`src/design/dpm_timer_cfg.svh`:
```
// Purpose: constants for the input power management and safety timer register
// Assumes: register port gives 8-bit address, data, write and read strobes
// Notes:   offsets, field positions, reset value and threshold figures
`ifndef DPM_TIMER_CFG_SVH
`define DPM_TIMER_CFG_SVH

`define DPM_REG_ADDR       8'h0B
`define DPM_REG_RESET      8'h42
`define DPM_BIT_DISABLE    7
`define DPM_FLD_THR_HI     6
`define DPM_FLD_THR_LO     4
`define DPM_BIT_HALFRATE   3
`define DPM_FLD_TMR_HI     2
`define DPM_FLD_TMR_LO     1
`define DPM_BIT_UNUSED     0
`define DPM_THR_BASE_MV    16'd4200
`define DPM_THR_STEP_MV    16'd100
`define DPM_THR_RESET_MV   16'h11F8
`define DPM_GLOBAL_RESET_ADDR 8'h09
`define DPM_GLOBAL_RESET_BIT  7

`endif

```
`src/design/dpm_timer_pkg.sv`:
```
// Purpose: types for the input power management and safety timer register
// Assumes: nothing beyond the cfg header
// Notes:   timer limit codes and the register field layout
package dpm_timer_pkg;

  typedef enum logic [1:0] {
    TMR_30MIN   = 2'b00,
    TMR_3HOUR   = 2'b01,
    TMR_9HOUR   = 2'b10,
    TMR_DISABLE = 2'b11
  } timer_limit_e;

  // field layout of the register, msb first
  typedef struct packed {
    logic         inputPowerMgmtDisable;
    logic [2:0]   inputVoltagePowerMgmtThreshold;
    logic         timerHalfRateEnable;
    timer_limit_e safetyTimerLimitSelect;
    logic         unusedBit;
  } dpm_reg_s;

  // register port request
  typedef struct packed {
    logic [7:0] addr;
    logic [7:0] wdata;
    logic       wr;
    logic       rd;
  } reg_req_s;

endpackage

```
`src/design/dpm_threshold_calc.sv`:
```
// Purpose: turn the 3-bit threshold code into millivolts
// Assumes: code is stable register content
// Notes:   purely combinational, one place for the arithmetic
`timescale 1ns/1ps
`default_nettype none
`include "dpm_timer_cfg.svh"

module dpm_threshold_calc (
  input  wire logic [2:0]  code,
  output logic      [15:0] thresholdMv
);

  // each code bit weighs 400, 200, 100 mV
  assign thresholdMv = `DPM_THR_BASE_MV + {13'h0000, code} * `DPM_THR_STEP_MV;

endmodule
`default_nettype wire

```
`src/design/charger_input_dpm_timer_regs.sv`:
```
// Purpose: holds the input power management and safety timer register
// Assumes: register port strobes are one-cycle and synchronous to clock
// Notes:   decoded controls go to the analog loop and charge timer logic
`timescale 1ns/1ps
`default_nettype none
`include "dpm_timer_cfg.svh"

module charger_input_dpm_timer_regs
  import dpm_timer_pkg::*;
(
  input  wire logic        clock,
  input  wire logic        rst_b,
  input  wire logic [7:0]  regAddr,
  input  wire logic [7:0]  regWdata,
  input  wire logic        regWr,
  input  wire logic        regRd,
  input  wire logic        ccCvPhase,
  input  wire logic        timerTick,
  output logic      [7:0]  regRdata,
  output logic             inputPowerMgmtEnable,
  output logic      [15:0] thresholdMvOut,
  output logic             timerStepEn,
  output logic             safetyTimerEnable,
  output timer_limit_e     safetyTimerLimitSelect
);

  dpm_reg_s   ctrl_reg;
  dpm_reg_s   ctrl_next;
  reg_req_s   req;
  logic [15:0] thrMv;
  logic        halfPhase_reg;

  assign req = '{addr: regAddr, wdata: regWdata, wr: regWr, rd: regRd};

  // address decode; global reset shares its address with other registers
  wire hitThis   = (req.addr == `DPM_REG_ADDR);
  wire wrThis    = req.wr && hitThis;
  wire globalRst = req.wr && (req.addr == `DPM_GLOBAL_RESET_ADDR)
                   && req.wdata[`DPM_GLOBAL_RESET_BIT];
  wire slowNow   = ctrl_reg.timerHalfRateEnable && !ccCvPhase;

  // global reset wins over a same-cycle write; bit 0 never stored
  always_comb begin
    ctrl_next = ctrl_reg;
    if (globalRst) begin
      ctrl_next = dpm_reg_s'(`DPM_REG_RESET);
    end else if (wrThis) begin
      ctrl_next = dpm_reg_s'({req.wdata[7:1], 1'b0});
    end
  end

  dpm_threshold_calc u_thr (
    .code        (ctrl_reg.inputVoltagePowerMgmtThreshold),
    .thresholdMv (thrMv)
  );

  // register storage
  always_ff @(posedge clock or negedge rst_b) begin
    if (!rst_b) begin
      ctrl_reg <= dpm_reg_s'(`DPM_REG_RESET);
    end else begin
      ctrl_reg <= ctrl_next;
    end
  end

  // limit code 11 is the only one that stops the safety timer
  function automatic logic limit_runs(input timer_limit_e code);
    limit_runs = (code != TMR_DISABLE);
  endfunction

  // a tick passes when not slowed, or as the second tick of a pair
  function automatic logic tick_passes(input logic slow,
                                       input logic phase);
    tick_passes = !slow || phase;
  endfunction

  // next values of the registered outputs
  logic [7:0]   regRdata_next;
  logic         inputPowerMgmtEnable_next;
  logic [15:0]  thresholdMvOut_next;
  logic         halfPhase_next;
  logic         timerStepEn_next;
  logic         safetyTimerEnable_next;
  timer_limit_e safetyTimerLimitSelect_next;

  // read data only while addressed, so an outer mux can simply or returns
  assign regRdata_next = (req.rd && hitThis) ? ctrl_reg : 8'h00;
  assign inputPowerMgmtEnable_next = !ctrl_reg.inputPowerMgmtDisable;
  assign thresholdMvOut_next = thrMv;

  // pair phase restarts on every unslowed tick, so after a mode change
  // the first slowed tick is the one dropped; costs at most one tick
  assign halfPhase_next   = timerTick ? (slowNow && !halfPhase_reg)
                                      : halfPhase_reg;
  assign timerStepEn_next = timerTick
                            && tick_passes(slowNow, halfPhase_reg);

  // code 11 stops the timer; the limit code is passed on unchanged
  assign safetyTimerEnable_next =
    limit_runs(ctrl_reg.safetyTimerLimitSelect);
  assign safetyTimerLimitSelect_next = ctrl_reg.safetyTimerLimitSelect;

  // registered outputs lag the register by one edge, so the analog side
  // sees a new setting two edges after the write strobe
  always_ff @(posedge clock or negedge rst_b) begin
    if (!rst_b) begin
      regRdata               <= 8'h00;
      inputPowerMgmtEnable   <= 1'b1;
      thresholdMvOut         <= `DPM_THR_RESET_MV;
      timerStepEn            <= 1'b0;
      safetyTimerEnable      <= 1'b1;
      safetyTimerLimitSelect <= TMR_3HOUR;
      halfPhase_reg          <= 1'b0;
    end else begin
      regRdata               <= regRdata_next;
      inputPowerMgmtEnable   <= inputPowerMgmtEnable_next;
      thresholdMvOut         <= thresholdMvOut_next;
      timerStepEn            <= timerStepEn_next;
      safetyTimerEnable      <= safetyTimerEnable_next;
      safetyTimerLimitSelect <= safetyTimerLimitSelect_next;
      halfPhase_reg          <= halfPhase_next;
    end
  end
endmodule
`default_nettype wire

```
`config.mk`:
```
export PLATFORM = sky130hd
export DESIGN_NAME = charger_input_dpm_timer_regs
export DESIGN_NICKNAME = d
export VERILOG_FILES = /design/src/design/dpm_timer_pkg.sv /design/src/design/dpm_threshold_calc.sv /design/src/design/charger_input_dpm_timer_regs.sv
export VERILOG_INCLUDE_DIRS = /design/src /design/src/design
export SDC_FILE = /design/constraint.sdc
export NUM_CORES = 1
export LEC_CHECK = 0
export BUFFER_PORTS_ARGS = -buffer_cell sky130_fd_sc_hd__buf_2
export CORE_MARGIN = 1
export CORE_UTILIZATION = 45
export DETAILED_ROUTE_END_ITERATION = 10
export GPL_ROUTABILITY_DRIVEN = 0
export PLACE_DENSITY = 0.74
export SYNTH_ARGS = -nofsm -noshare
export SYNTH_HDL_FRONTEND = slang
export SYNTH_HIERARCHICAL = 1
export SYNTH_SLANG_ARGS = --single-unit
export TNS_END_PERCENT = 20
```
`constraint.sdc`:
```
create_clock -name clock -period 1.94 [get_ports clock]
set_clock_uncertainty 0.05 [all_clocks]
set_input_delay 0.388 -clock clock [delete_from_list [all_inputs] [get_ports clock]]
set_output_delay 0.388 -clock clock [all_outputs]
set_load 0.1 [all_outputs]
```
==> out/qor.yml, run 1 <==
outcome:
  status: "finished, violations left"
  violations: "design-rule violations"
clocking:
  h-tree-depth: 2
  clkSlewWorstSetupHoldPaths_ns: 0.10
  cts_root_buffer: "clkbuf_4"
  cts-resized-gates: 0
  postCtsHoldBufs: 0
  clockBufferDepth: 2
  numCtsBuffers: 5
  tritoncts: "yes"
  post_cts_buffers: 0
  clock_latency_ns: 0.32
  cts_sinks: 36
yosys:
  yosys.area.top_type: "dfrtp_1"
  async_reset_ff_frac: 1.00
  synthCells: 102
  ys_top_cells_by_area: "dfrtp_1, dfstp_2, ha_1"
  synth_ff_type: "dfrtp_1"
  synth_warnings: 6
  ys_seq_area_frac: 0.650
  synth_edf_count: 0
  syn_area_per_cell_sq_um: 13.8
  synth_cell_types: 25
  synth-seq-cells: 36
  synth_top_cell_area_share: 0.426
  syn_area_sq_um: 1410
worst_setup_path:
  r2r_cells: 6
  crit_cells: 1
  start_kind: "flop"
  r2r_start: "ctrl_reg[5]"
  cp_top_family: "flip-flops"
  crit_end: "thresholdMvOut[3]"
  critical_path_class: "reg2out"
  reg2reg_slack_ns: 0.25
  crit_fanout: 1
  cp_num_buf_inv: 1
  end_kind: "output pin"
  worstPathRequired_ns: 1.50
  cp-startpoint: "thresholdMvOut[3]"
  r2r_end: "thresholdMvOut[8]"
  slowest_stage: "dfstp_2"
  path_cells: "buf_2"
  critPathMaxStageDelay_ns: 0.53
  cp_data_arrival_time_ns: 1.27
sta:
  setup-tns-final_ns: 0
  max_freq_mhz: 587
  period_share: 0.879
  worstMarginPinSlew_ns: 0.762
  rsz0062_at_grt: "false"
  post-route-min-period_ns: 1.70
  hold_violations: 0
  setup_viol: 0
  relSlewSlack: 0.492
  drv_slew: 0
finish:
  largest_reg_flops: 16
  instances_no_fill: 183
  layout.nets: 181
  diodes: 0
  syn_to_final_growth_pct: 20.6
  drive_above_1_share: 0.467
grt:
  grt_pass1_vias: 870
  antenna_found_initial: 0
  track_usage: 0.146
  overflow: 0
  grt_pass1_wl_mm: 3.57
  grt_max_degree: 37
routing:
  post-route-drc-count: 4
  firstDrtPassIters: 7
  drtAntennaViolNets: 0
  vias_per_cell: 4.66
  wl_per_cell_um: 11.6
  first_iter_violations: 13
  drt_wl_total_mm: 2.13
  dr_total_vias: 852
floorplan:
  die_h_um: 58.0
  start_util: 0.494
  io_pins: 51
  core-area_sq_um: 2850
  fp.dieW_um: 58.0
  dieArea_sq_um: 3360
  rows: 19
power_and_ir_drop:
  peakVddDrop_uv: 424
  cellLeakagePower_nw: 0.914
  power_density_nw_per_um2: 981
flow_run:
  cap_violations: 0
worst_hold_path:
  hold_class: "in2async"
placement:
  port_buffers: 48
  placed_cells: 176
  dp_hpwl_mm: 1.62
cell usage in the layout (no fill, tap or decap), types with 5 or more instances in the layout:
cell type and count:
dfstp_2 12, ha_1 7, and2_1 7, clkbuf_4 5, buf_2 48, a22o_1 5, inv_1 8, conb_1 8
dfrtp_1 24
cells by family after synthesis:
logic type               count (synthesis)  share of synthesized area
AO/OA/AOI/OAI                           11                     0.0657
AND/OR/NAND/NOR                         20                     0.0967
buffers and inverters                   18                     0.0728
flip-flops                              36                      0.650
multiplexers                             1                    0.00799
XOR/XNOR                                 6                     0.0373
adder cells (fa/ha/maj)                  7                     0.0621
other                                    3                    0.00799
routing by layer:
| metal | GRT usage | part of all wire |
|---|---|---|
| met5 | 0 | 0 |
| met4 | 0.0816 | 0.022 |
| met3 | 0.0469 | 0.064 |
| met2 | 0.243 | 0.50 |
| met1 | 0.166 | 0.41 |
worst min-delay path by stage:
stage | from | endpoint | cells after the start
2_1_floorplan | rst_b | ctrl_reg[3] | 0
3_3_place_gp | safetyTimerLimitSelect_next[0] | safetyTimerLimitSelect[0] | 0
3_5_place_dp | safetyTimerLimitSelect_next[0] | safetyTimerLimitSelect[0] | 0
4_1_cts | rst_b | ctrl_reg[5] | 1
5_1_grt | rst_b | thresholdMvOut[11] | 1
6_report | rst_b | halfPhase_reg | 1
Yosys cell counts, drive strengths merged (3+ instances only):
cell type  instances
dfrtp             24
dfstp             12
buf               10
inv                8
and2               7
ha                 7
a22o               5
nand2              5
xor2               4
conb               3
power by group:
group | switching, mW | internal [mW]
registers | 0.0172 | 0.811
clock network | 0.215 | 0.206
logic | 0.349 | 0.0706
through the flow:
stage | util | instance area (sq um) | total power [mW] | hold slack (ns) | setup slack (ns)
5_1_grt | 0.596 | 1700 | 1.75 | 0.110 | 0.131
3_5_place_dp | 0.573 | 1640 | 1.26 | 0.323 | 0.260
3_3_place_gp | 0.573 | 1640 | 1.26 | 0.320 | 0.345
2_1_floorplan | - | 1430 | 1.20 | 0.0424 | 0.441
4_1_cts | 0.596 | 1700 | 1.69 | 0.0955 | 0.212
6_report | 0.596 | 1700 | 1.67 | 0.0836 | 0.236
worst register-to-register path, cell delays in order, from the launching register on:
cell and delay (ns):
dfrtp_1 0.48, inv_1 0.15, ha_1 0.30, inv_1 0.05, ha_1 0.20, xor2_1 0.22, xnor2_1 0.16
final cells by class:
| class | instances | area (sq um) |
|---|---|---|
| clock buffer | 7 | 65.1 |
| sequential | 36 | 916 |
| fill | 233 | 1150 |
| inverter | 8 | 30.0 |
| tap | 31 | 38.8 |
| multi-input combinational | 53 | 410 |
| timing repair buffer | 48 | 240 |
Power figures use the tool's default switching activity.
==> inputs of run 2 (changes only) <==
==> constraint.sdc (replaced) <==
create_clock -name clock -period 2.19 [get_ports clock]
set_clock_uncertainty 0.05 [all_clocks]
set_input_delay 0.438 -clock clock [delete_from_list [all_inputs] [get_ports clock]]
set_output_delay 0.438 -clock clock [all_outputs]
set_load 0.1 [all_outputs]
==> run 2 against run 1 <==
The flow still finishes with violations (design-rule violations). Count of clock-buffer cells in the layout did not move. Critical endpoint is now inputPowerMgmtEnable. Combinational power fell by 12%. Sequential cell count did not move. Die area did not move. Wire length fell by 4.1%. Sequential share of layout area rose by 0.079 points. Worst setup slack improved by 0.19 ns. Sequential power fell by 11%. Via count fell by 2.7%. Register-to-register slack improved by 0.25 ns. Non-clock buffer count did not move. Critical path type unchanged. Hold slack improved by 0.038 ns. Largest cell class unchanged.
==> out/qor.yml, run 2 (synthesized netlist as in run 1, its figures left out) <==
outcome:
  status: "finished, violations left"  # unchanged
  violations: "design-rule violations"  # unchanged
routing:
  first_iter_violations: 17  # was 13
  post-route-drc-count: 4  # unchanged
  drtAntennaViolNets: 0  # unchanged
  firstDrtPassIters: 7  # unchanged
  vias_per_cell: 4.51  # was 4.66
  dr_total_vias: 829  # was 852
  drt_wl_total_mm: 2.04  # was 2.13 mm
  wl_per_cell_um: 11.1  # was 11.6 um
placement:
  port_buffers: 48  # unchanged
  dp_hpwl_mm: 1.55  # was 1.62 mm
grt:
  overflow: 0  # unchanged
  grt_max_degree: 37  # unchanged
  track_usage: 0.141  # was 0.146
  antenna_found_initial: 0  # unchanged
  grt_pass1_wl_mm: 3.43  # was 3.57 mm
  grt_pass1_vias: 839  # was 870
sta:
  max_freq_mhz: 568
  period_share: 0.804
  rsz0062_at_grt: "false"  # unchanged
  hold_violations: 0  # unchanged
  post-route-min-period_ns: 1.76
  setup-tns-final_ns: 0  # unchanged
  worstMarginPinSlew_ns: 0.748  # was 0.762 ns
  setup_viol: 0  # unchanged
  relSlewSlack: 0.501  # was 0.492
  drv_slew: 0  # unchanged
clocking:
  tritoncts: "yes"  # unchanged
  numCtsBuffers: 5  # unchanged
  cts-resized-gates: 0  # unchanged
  cts_sinks: 36  # unchanged
  postCtsHoldBufs: 0  # unchanged
  clock_latency_ns: 0.32  # about the same
  post_cts_buffers: 0  # unchanged
  cts_root_buffer: "clkbuf_4"  # unchanged
  clockBufferDepth: 2  # unchanged
  h-tree-depth: 2  # unchanged
  clkSlewWorstSetupHoldPaths_ns: 0.10  # about the same
floorplan:
  start_util: 0.494  # unchanged
  io_pins: 51  # unchanged
  die_h_um: 58.0  # unchanged
  rows: 19  # unchanged
  core-area_sq_um: 2850  # unchanged
  fp.dieW_um: 58.0  # unchanged
  dieArea_sq_um: 3360  # unchanged
finish:
  post-route-util: 0.595  # was 0.596
  diodes: 0  # unchanged
  mostFrequentLayoutCells: "buf_2, dfrtp_1, dfstp_2, inv_1, conb_1"  # unchanged
  largest_reg_flops: 16  # unchanged
  fill_cells: 256  # was 233
  layout.nets: 181  # unchanged
  final_common_cell: "buf_2"  # unchanged
  syn_to_final_growth_pct: 20.4  # was 20.6%
  drive_above_1_share: 0.464  # was 0.467
worst_setup_path:
  critical_path_class: "reg2out"  # unchanged
  worstPathRequired_ns: 1.70  # was 1.50 ns
  end_kind: "output pin"  # unchanged
  slowest_stage: "dfstp_2"  # unchanged
  start_kind: "flop"  # unchanged
  critPathMaxStageDelay_ns: 0.54  # was 0.53 ns
  crit_fanout: 1  # unchanged
  cp_num_buf_inv: 1  # unchanged
  cp_top_family: "flip-flops"  # unchanged
  cp_data_arrival_time_ns: 1.27  # about the same
  path_cells: "buf_2"  # unchanged
power_and_ir_drop:
  cellLeakagePower_nw: 0.908  # was 0.914 nW
  power_density_nw_per_um2: 858  # was 981 nW/um^2
  peakVddDrop_uv: 328  # was 424 uV
worst_hold_path:
  hold_class: "in2async"  # unchanged
flow_run:
  cap_violations: 0  # unchanged
==> run 2: routing by layer <==
layer  track usage  wire length [um]  up-vias
met1         0.169               889      377
met4        0.0918                44        0
met3        0.0335               120        5
met2         0.228               989       35
li1              -                 -      412
met5             0                 0        -
==> run 2: layout make-up <==
class,count,area [sq um],area share
clock buffer,7,55.1,0.0324
clock inverter,1,7.51,0.00442
inverter,8,30.0,0.0177
multi-input combinational,53,410,0.242
sequential,36,916,0.539
tap,31,38.8,0.0228
timing repair buffer,48,240,0.141
==> run 2: where the power goes <==
part	internal, mW	total (mW)	switching [mW]
sequential	0.718	0.734	0.0155
combinational	0.0623	0.369	0.307
clock	0.157	0.355	0.197
==> run 2: final timing paths <==
path	start	end	slack, ns	cells past startpoint
worst max-delay path	inputPowerMgmtEnable	inputPowerMgmtEnable	0.43	1
worst min-delay path	rst_b	ctrl_reg[3]	0.12	1
worst max register to register	ctrl_reg[5]	thresholdMvOut[10]	0.50	7
worst min register to register	safetyTimerLimitSelect_next[0]	safetyTimerLimitSelect[0]	0.34	0
max in group asynchronous	rst_b	ctrl_reg[4]	1.49	1
min in group clock	regWdata[1]	safetyTimerLimitSelect_next[0]	0.26	3
==> run 2: stage by stage <==
| step | total power, mW | hold WS [ns] | instance area (sq um) | worst slack [ns] | std cells |
|---|---|---|---|---|---|
| after detailed placement | 1.12 | 0.325 | 1640 | 0.500 | 176 |
| after floorplan | 1.06 | 0.0924 | 1430 | 0.691 | 107 |
| final | 1.46 | 0.121 | 1700 | 0.429 | 184 |
| after global routing | 1.52 | 0.168 | 1700 | 0.373 | 184 |
| after CTS | 1.48 | 0.131 | 1700 | 0.403 | 184 |
| after global placement | 1.11 | 0.320 | 1640 | 0.583 | 176 |
==> inputs of run 3 (changes only) <==
--- a/config.mk
+++ b/config.mk
@@ -8,10 +8,10 @@
 export LEC_CHECK = 0
 export BUFFER_PORTS_ARGS = -buffer_cell sky130_fd_sc_hd__buf_2
 export CORE_MARGIN = 1
-export CORE_UTILIZATION = 45
+export CORE_UTILIZATION = 44
 export DETAILED_ROUTE_END_ITERATION = 10
 export GPL_ROUTABILITY_DRIVEN = 0
-export PLACE_DENSITY = 0.74
+export PLACE_DENSITY = 0.75
 export SYNTH_ARGS = -nofsm -noshare
 export SYNTH_HDL_FRONTEND = slang
 export SYNTH_HIERARCHICAL = 1
==> constraint.sdc (replaced) <==
create_clock -name clock -period 1.5 [get_ports clock]
set_clock_uncertainty 0.05 [all_clocks]
set_input_delay 0.3 -clock clock [delete_from_list [all_inputs] [get_ports clock]]
set_output_delay 0.3 -clock clock [all_outputs]
set_load 0.1 [all_outputs]
==> run 3 against run 2 <==
The flow now finishes without violations. Global-route usage rose by 2.1 points. Wire length rose by 11%. Hold slack got worse by 0.022 ns. Die area rose by 2.2%. Count of clock-buffer cells in the layout fell by 2. Worst setup slack got worse by 0.40 ns. Clock power rose by 43%. Power rose by 55%. Core utilization rose by 4.7 points.
==> out/qor.yml, run 3 (synthesized netlist as in run 1, its figures left out) <==
outcome:
  status: "complete, no violations"  # was finished, violations left
finish:
  fill_cells: 251  # was 256
  drive_above_1_share: 0.509  # was 0.464
  layout.nets: 187  # was 181
  final_common_cell: "buf_2"  # unchanged
  syn_to_final_growth_pct: 39.1  # was 20.4%
  instances_no_fill: 203  # was 184
  diodes: 0  # unchanged
  largest_reg_flops: 16  # unchanged
  mostFrequentLayoutCells: "buf_2, dfrtp_1, clkbuf_4, dfstp_2, buf_12"  # was buf_2, dfrtp_1, dfstp_2, inv_1, conb_1
clocking:
  tritoncts: "yes"  # unchanged
  clockBufferDepth: 2  # unchanged
  cts_root_buffer: "clkbuf_4"  # unchanged
  cts_sinks: 36  # unchanged
  h-tree-depth: 2  # unchanged
  clkSlewWorstSetupHoldPaths_ns: 0.12  # was 0.10 ns
  clock_latency_ns: 0.34  # was 0.32 ns
  numCtsBuffers: 5  # unchanged
worst_setup_path:
  critPathMaxStageDelay_ns: 0.56  # was 0.54 ns
  cp_top_family: "flip-flops"  # unchanged
  r2r_cells: 6  # was 7
  start_kind: "flop"  # unchanged
  cp_num_buf_inv: 1  # unchanged
  end_kind: "flop"  # was output pin
  path_cells: "ha_1 -> inv_2 -> ha_4 -> xor2_2 -> nand2_1 -> nor2_1"  # was buf_2
  r2r_start: "ctrl_reg[6]"  # was ctrl_reg[5]
  cp_data_arrival_time_ns: 1.69  # was 1.27 ns
  reg2reg_slack_ns: 0.03  # was 0.50 ns
  slowest_stage: "dfstp_2"  # unchanged
  r2r_end: "thresholdMvOut[10]"  # unchanged
  crit_fanout: 2  # was 1
  worstPathRequired_ns: 1.73  # was 1.70 ns
  critical_path_class: "reg2reg"  # was reg2out
grt:
  grt_pass1_vias: 868  # was 839
  track_usage: 0.162  # was 0.141
  grt_max_degree: 21  # was 37
  grt_pass1_wl_mm: 3.83  # was 3.43 mm
  antenna_found_initial: 0  # unchanged
  overflow: 0  # unchanged
sta:
  drv_slew: 0  # unchanged
  max_freq_mhz: 682
  rsz0062_at_grt: "true"  # was false
  hold_violations: 0  # unchanged
  post-route-min-period_ns: 1.47
  period_share: 0.978
  setup_viol: 0  # unchanged
  setup-tns-final_ns: 0  # unchanged
placement:
  placed_cells: 193  # was 176
  dp_hpwl_mm: 1.72  # was 1.55 mm
  port_buffers: 48  # unchanged
routing:
  wl_per_cell_um: 11.1  # about the same
  drt_wl_total_mm: 2.26  # was 2.04 mm
  first_iter_violations: 13  # was 17
  wl_met1_um: 921  # was 889 um
  drtAntennaViolNets: 0  # unchanged
  dr.max_layer_used: "met4"  # unchanged
  wl_met2_mm: 1.09  # was 989 um
  firstDrtPassIters: 5  # was 7
  post-route-drc-count: 0  # was 4
  route.met3.wl_um: 165  # was 120 um
  dr_total_vias: 878  # was 829
  vias_per_cell: 4.33  # was 4.51
floorplan:
  dieArea_sq_um: 3440  # was 3360 sq um
  rows: 20  # was 19
  start_util: 0.462  # was 0.494
  fp.dieW_um: 58.6  # was 58.0 um
  core-area_sq_um: 3050  # was 2850 sq um
  io_pins: 51  # unchanged
  die_h_um: 58.6  # was 58.0 um
power_and_ir_drop:
  power_density_nw_per_um2: 1150  # was 858 nW/um^2
  cellLeakagePower_nw: 1.02  # was 0.908 nW
  peakVddDrop_uv: 559  # was 328 uV
worst_hold_path:
  whs_path_depth: 3
  hold_class: "in2reg"  # was in2async
  worstHoldStart: "regWdata[1]"
  hold_end: "safetyTimerLimitSelect_next[0]"
flow_run:
  cap_violations: 0  # unchanged
-- run 3: cell count changes in the layout (fill, tap and decap cells not counted), sizes merged --
cell / before / now
clkbuf: 7 / 13
buf: 48 / 45
clkinv: 0 / 3
clkinvlp: 1 / 0
dlygate4sd3: 0 / 1
-- run 3: per-layer routing --
layer / vias to the layer above / GRT usage
met5: - / 0
met4: 0 / 0.112
met3: 5 / 0.0637
met2: 37 / 0.255
met1: 413 / 0.182
li1: 423 / -
-- run 3: stage by stage --
stage | power, mW | instance area [sq um] | utilization | hold WS (ns) | setup slack [ns]
2_1_floorplan | 1.55 | 1430 | - | -0.0456 | 0.000815
3_3_place_gp | 1.75 | 1840 | 0.604 | 0.179 | 0.0570
3_5_place_dp | 1.76 | 1840 | 0.604 | 0.202 | 0.0136
4_1_cts | 2.27 | 1920 | 0.629 | 0.0826 | 0.00733
5_1_grt | 2.36 | 1960 | 0.643 | 0.102 | -0.00992
6_report | 2.26 | 1960 | 0.643 | 0.0993 | 0.0334
-- run 3: cell type report --
type	count	area, sq um	area share
Clock buffer	5	37.5	0.0191
Clock inverter	3	18.8	0.00957
Inverter	8	30.0	0.0153
Multi-Input combinational cell	53	434	0.221
Sequential cell	36	916	0.467
Tap cell	44	55.1	0.0281
Timing Repair Buffer	54	470	0.240
-- run 3: how the worst max path moves through the flow --
stage	start	end	depth (start not counted)
floorplan	ctrl_reg[5]	thresholdMvOut[10]	7
global placement	ctrl_reg[6]	thresholdMvOut[10]	6
detailed placement	ctrl_reg[6]	thresholdMvOut[10]	6
CTS	regRdata[3]	regRdata[3]	1
global route	ctrl_reg[6]	thresholdMvOut[10]	6
finish	ctrl_reg[6]	thresholdMvOut[10]	6
-- run 3: tightest hold or removal path, delay by kind of cell --
kind / cells / cell delay [ns]
buf+inv: 2 / 0.14
compound gates: 1 / 0.06
-- run 3: timing repair --
action                                  CTS  global route
endpoints found under the hold margin    12             0
pin swaps                                 2             1
setup buffers                             0             1
endpoints found under the setup margin    1            11
hold buffers                              1             0
gates resized for setup                   3            11
-- run 3: where the power goes --
part / switching [mW] / internal, mW / total, mW
Combinational: 0.462 / 0.208 / 0.670
Clock: 0.327 / 0.180 / 0.506
Sequential: 0.0340 / 1.05 / 1.08
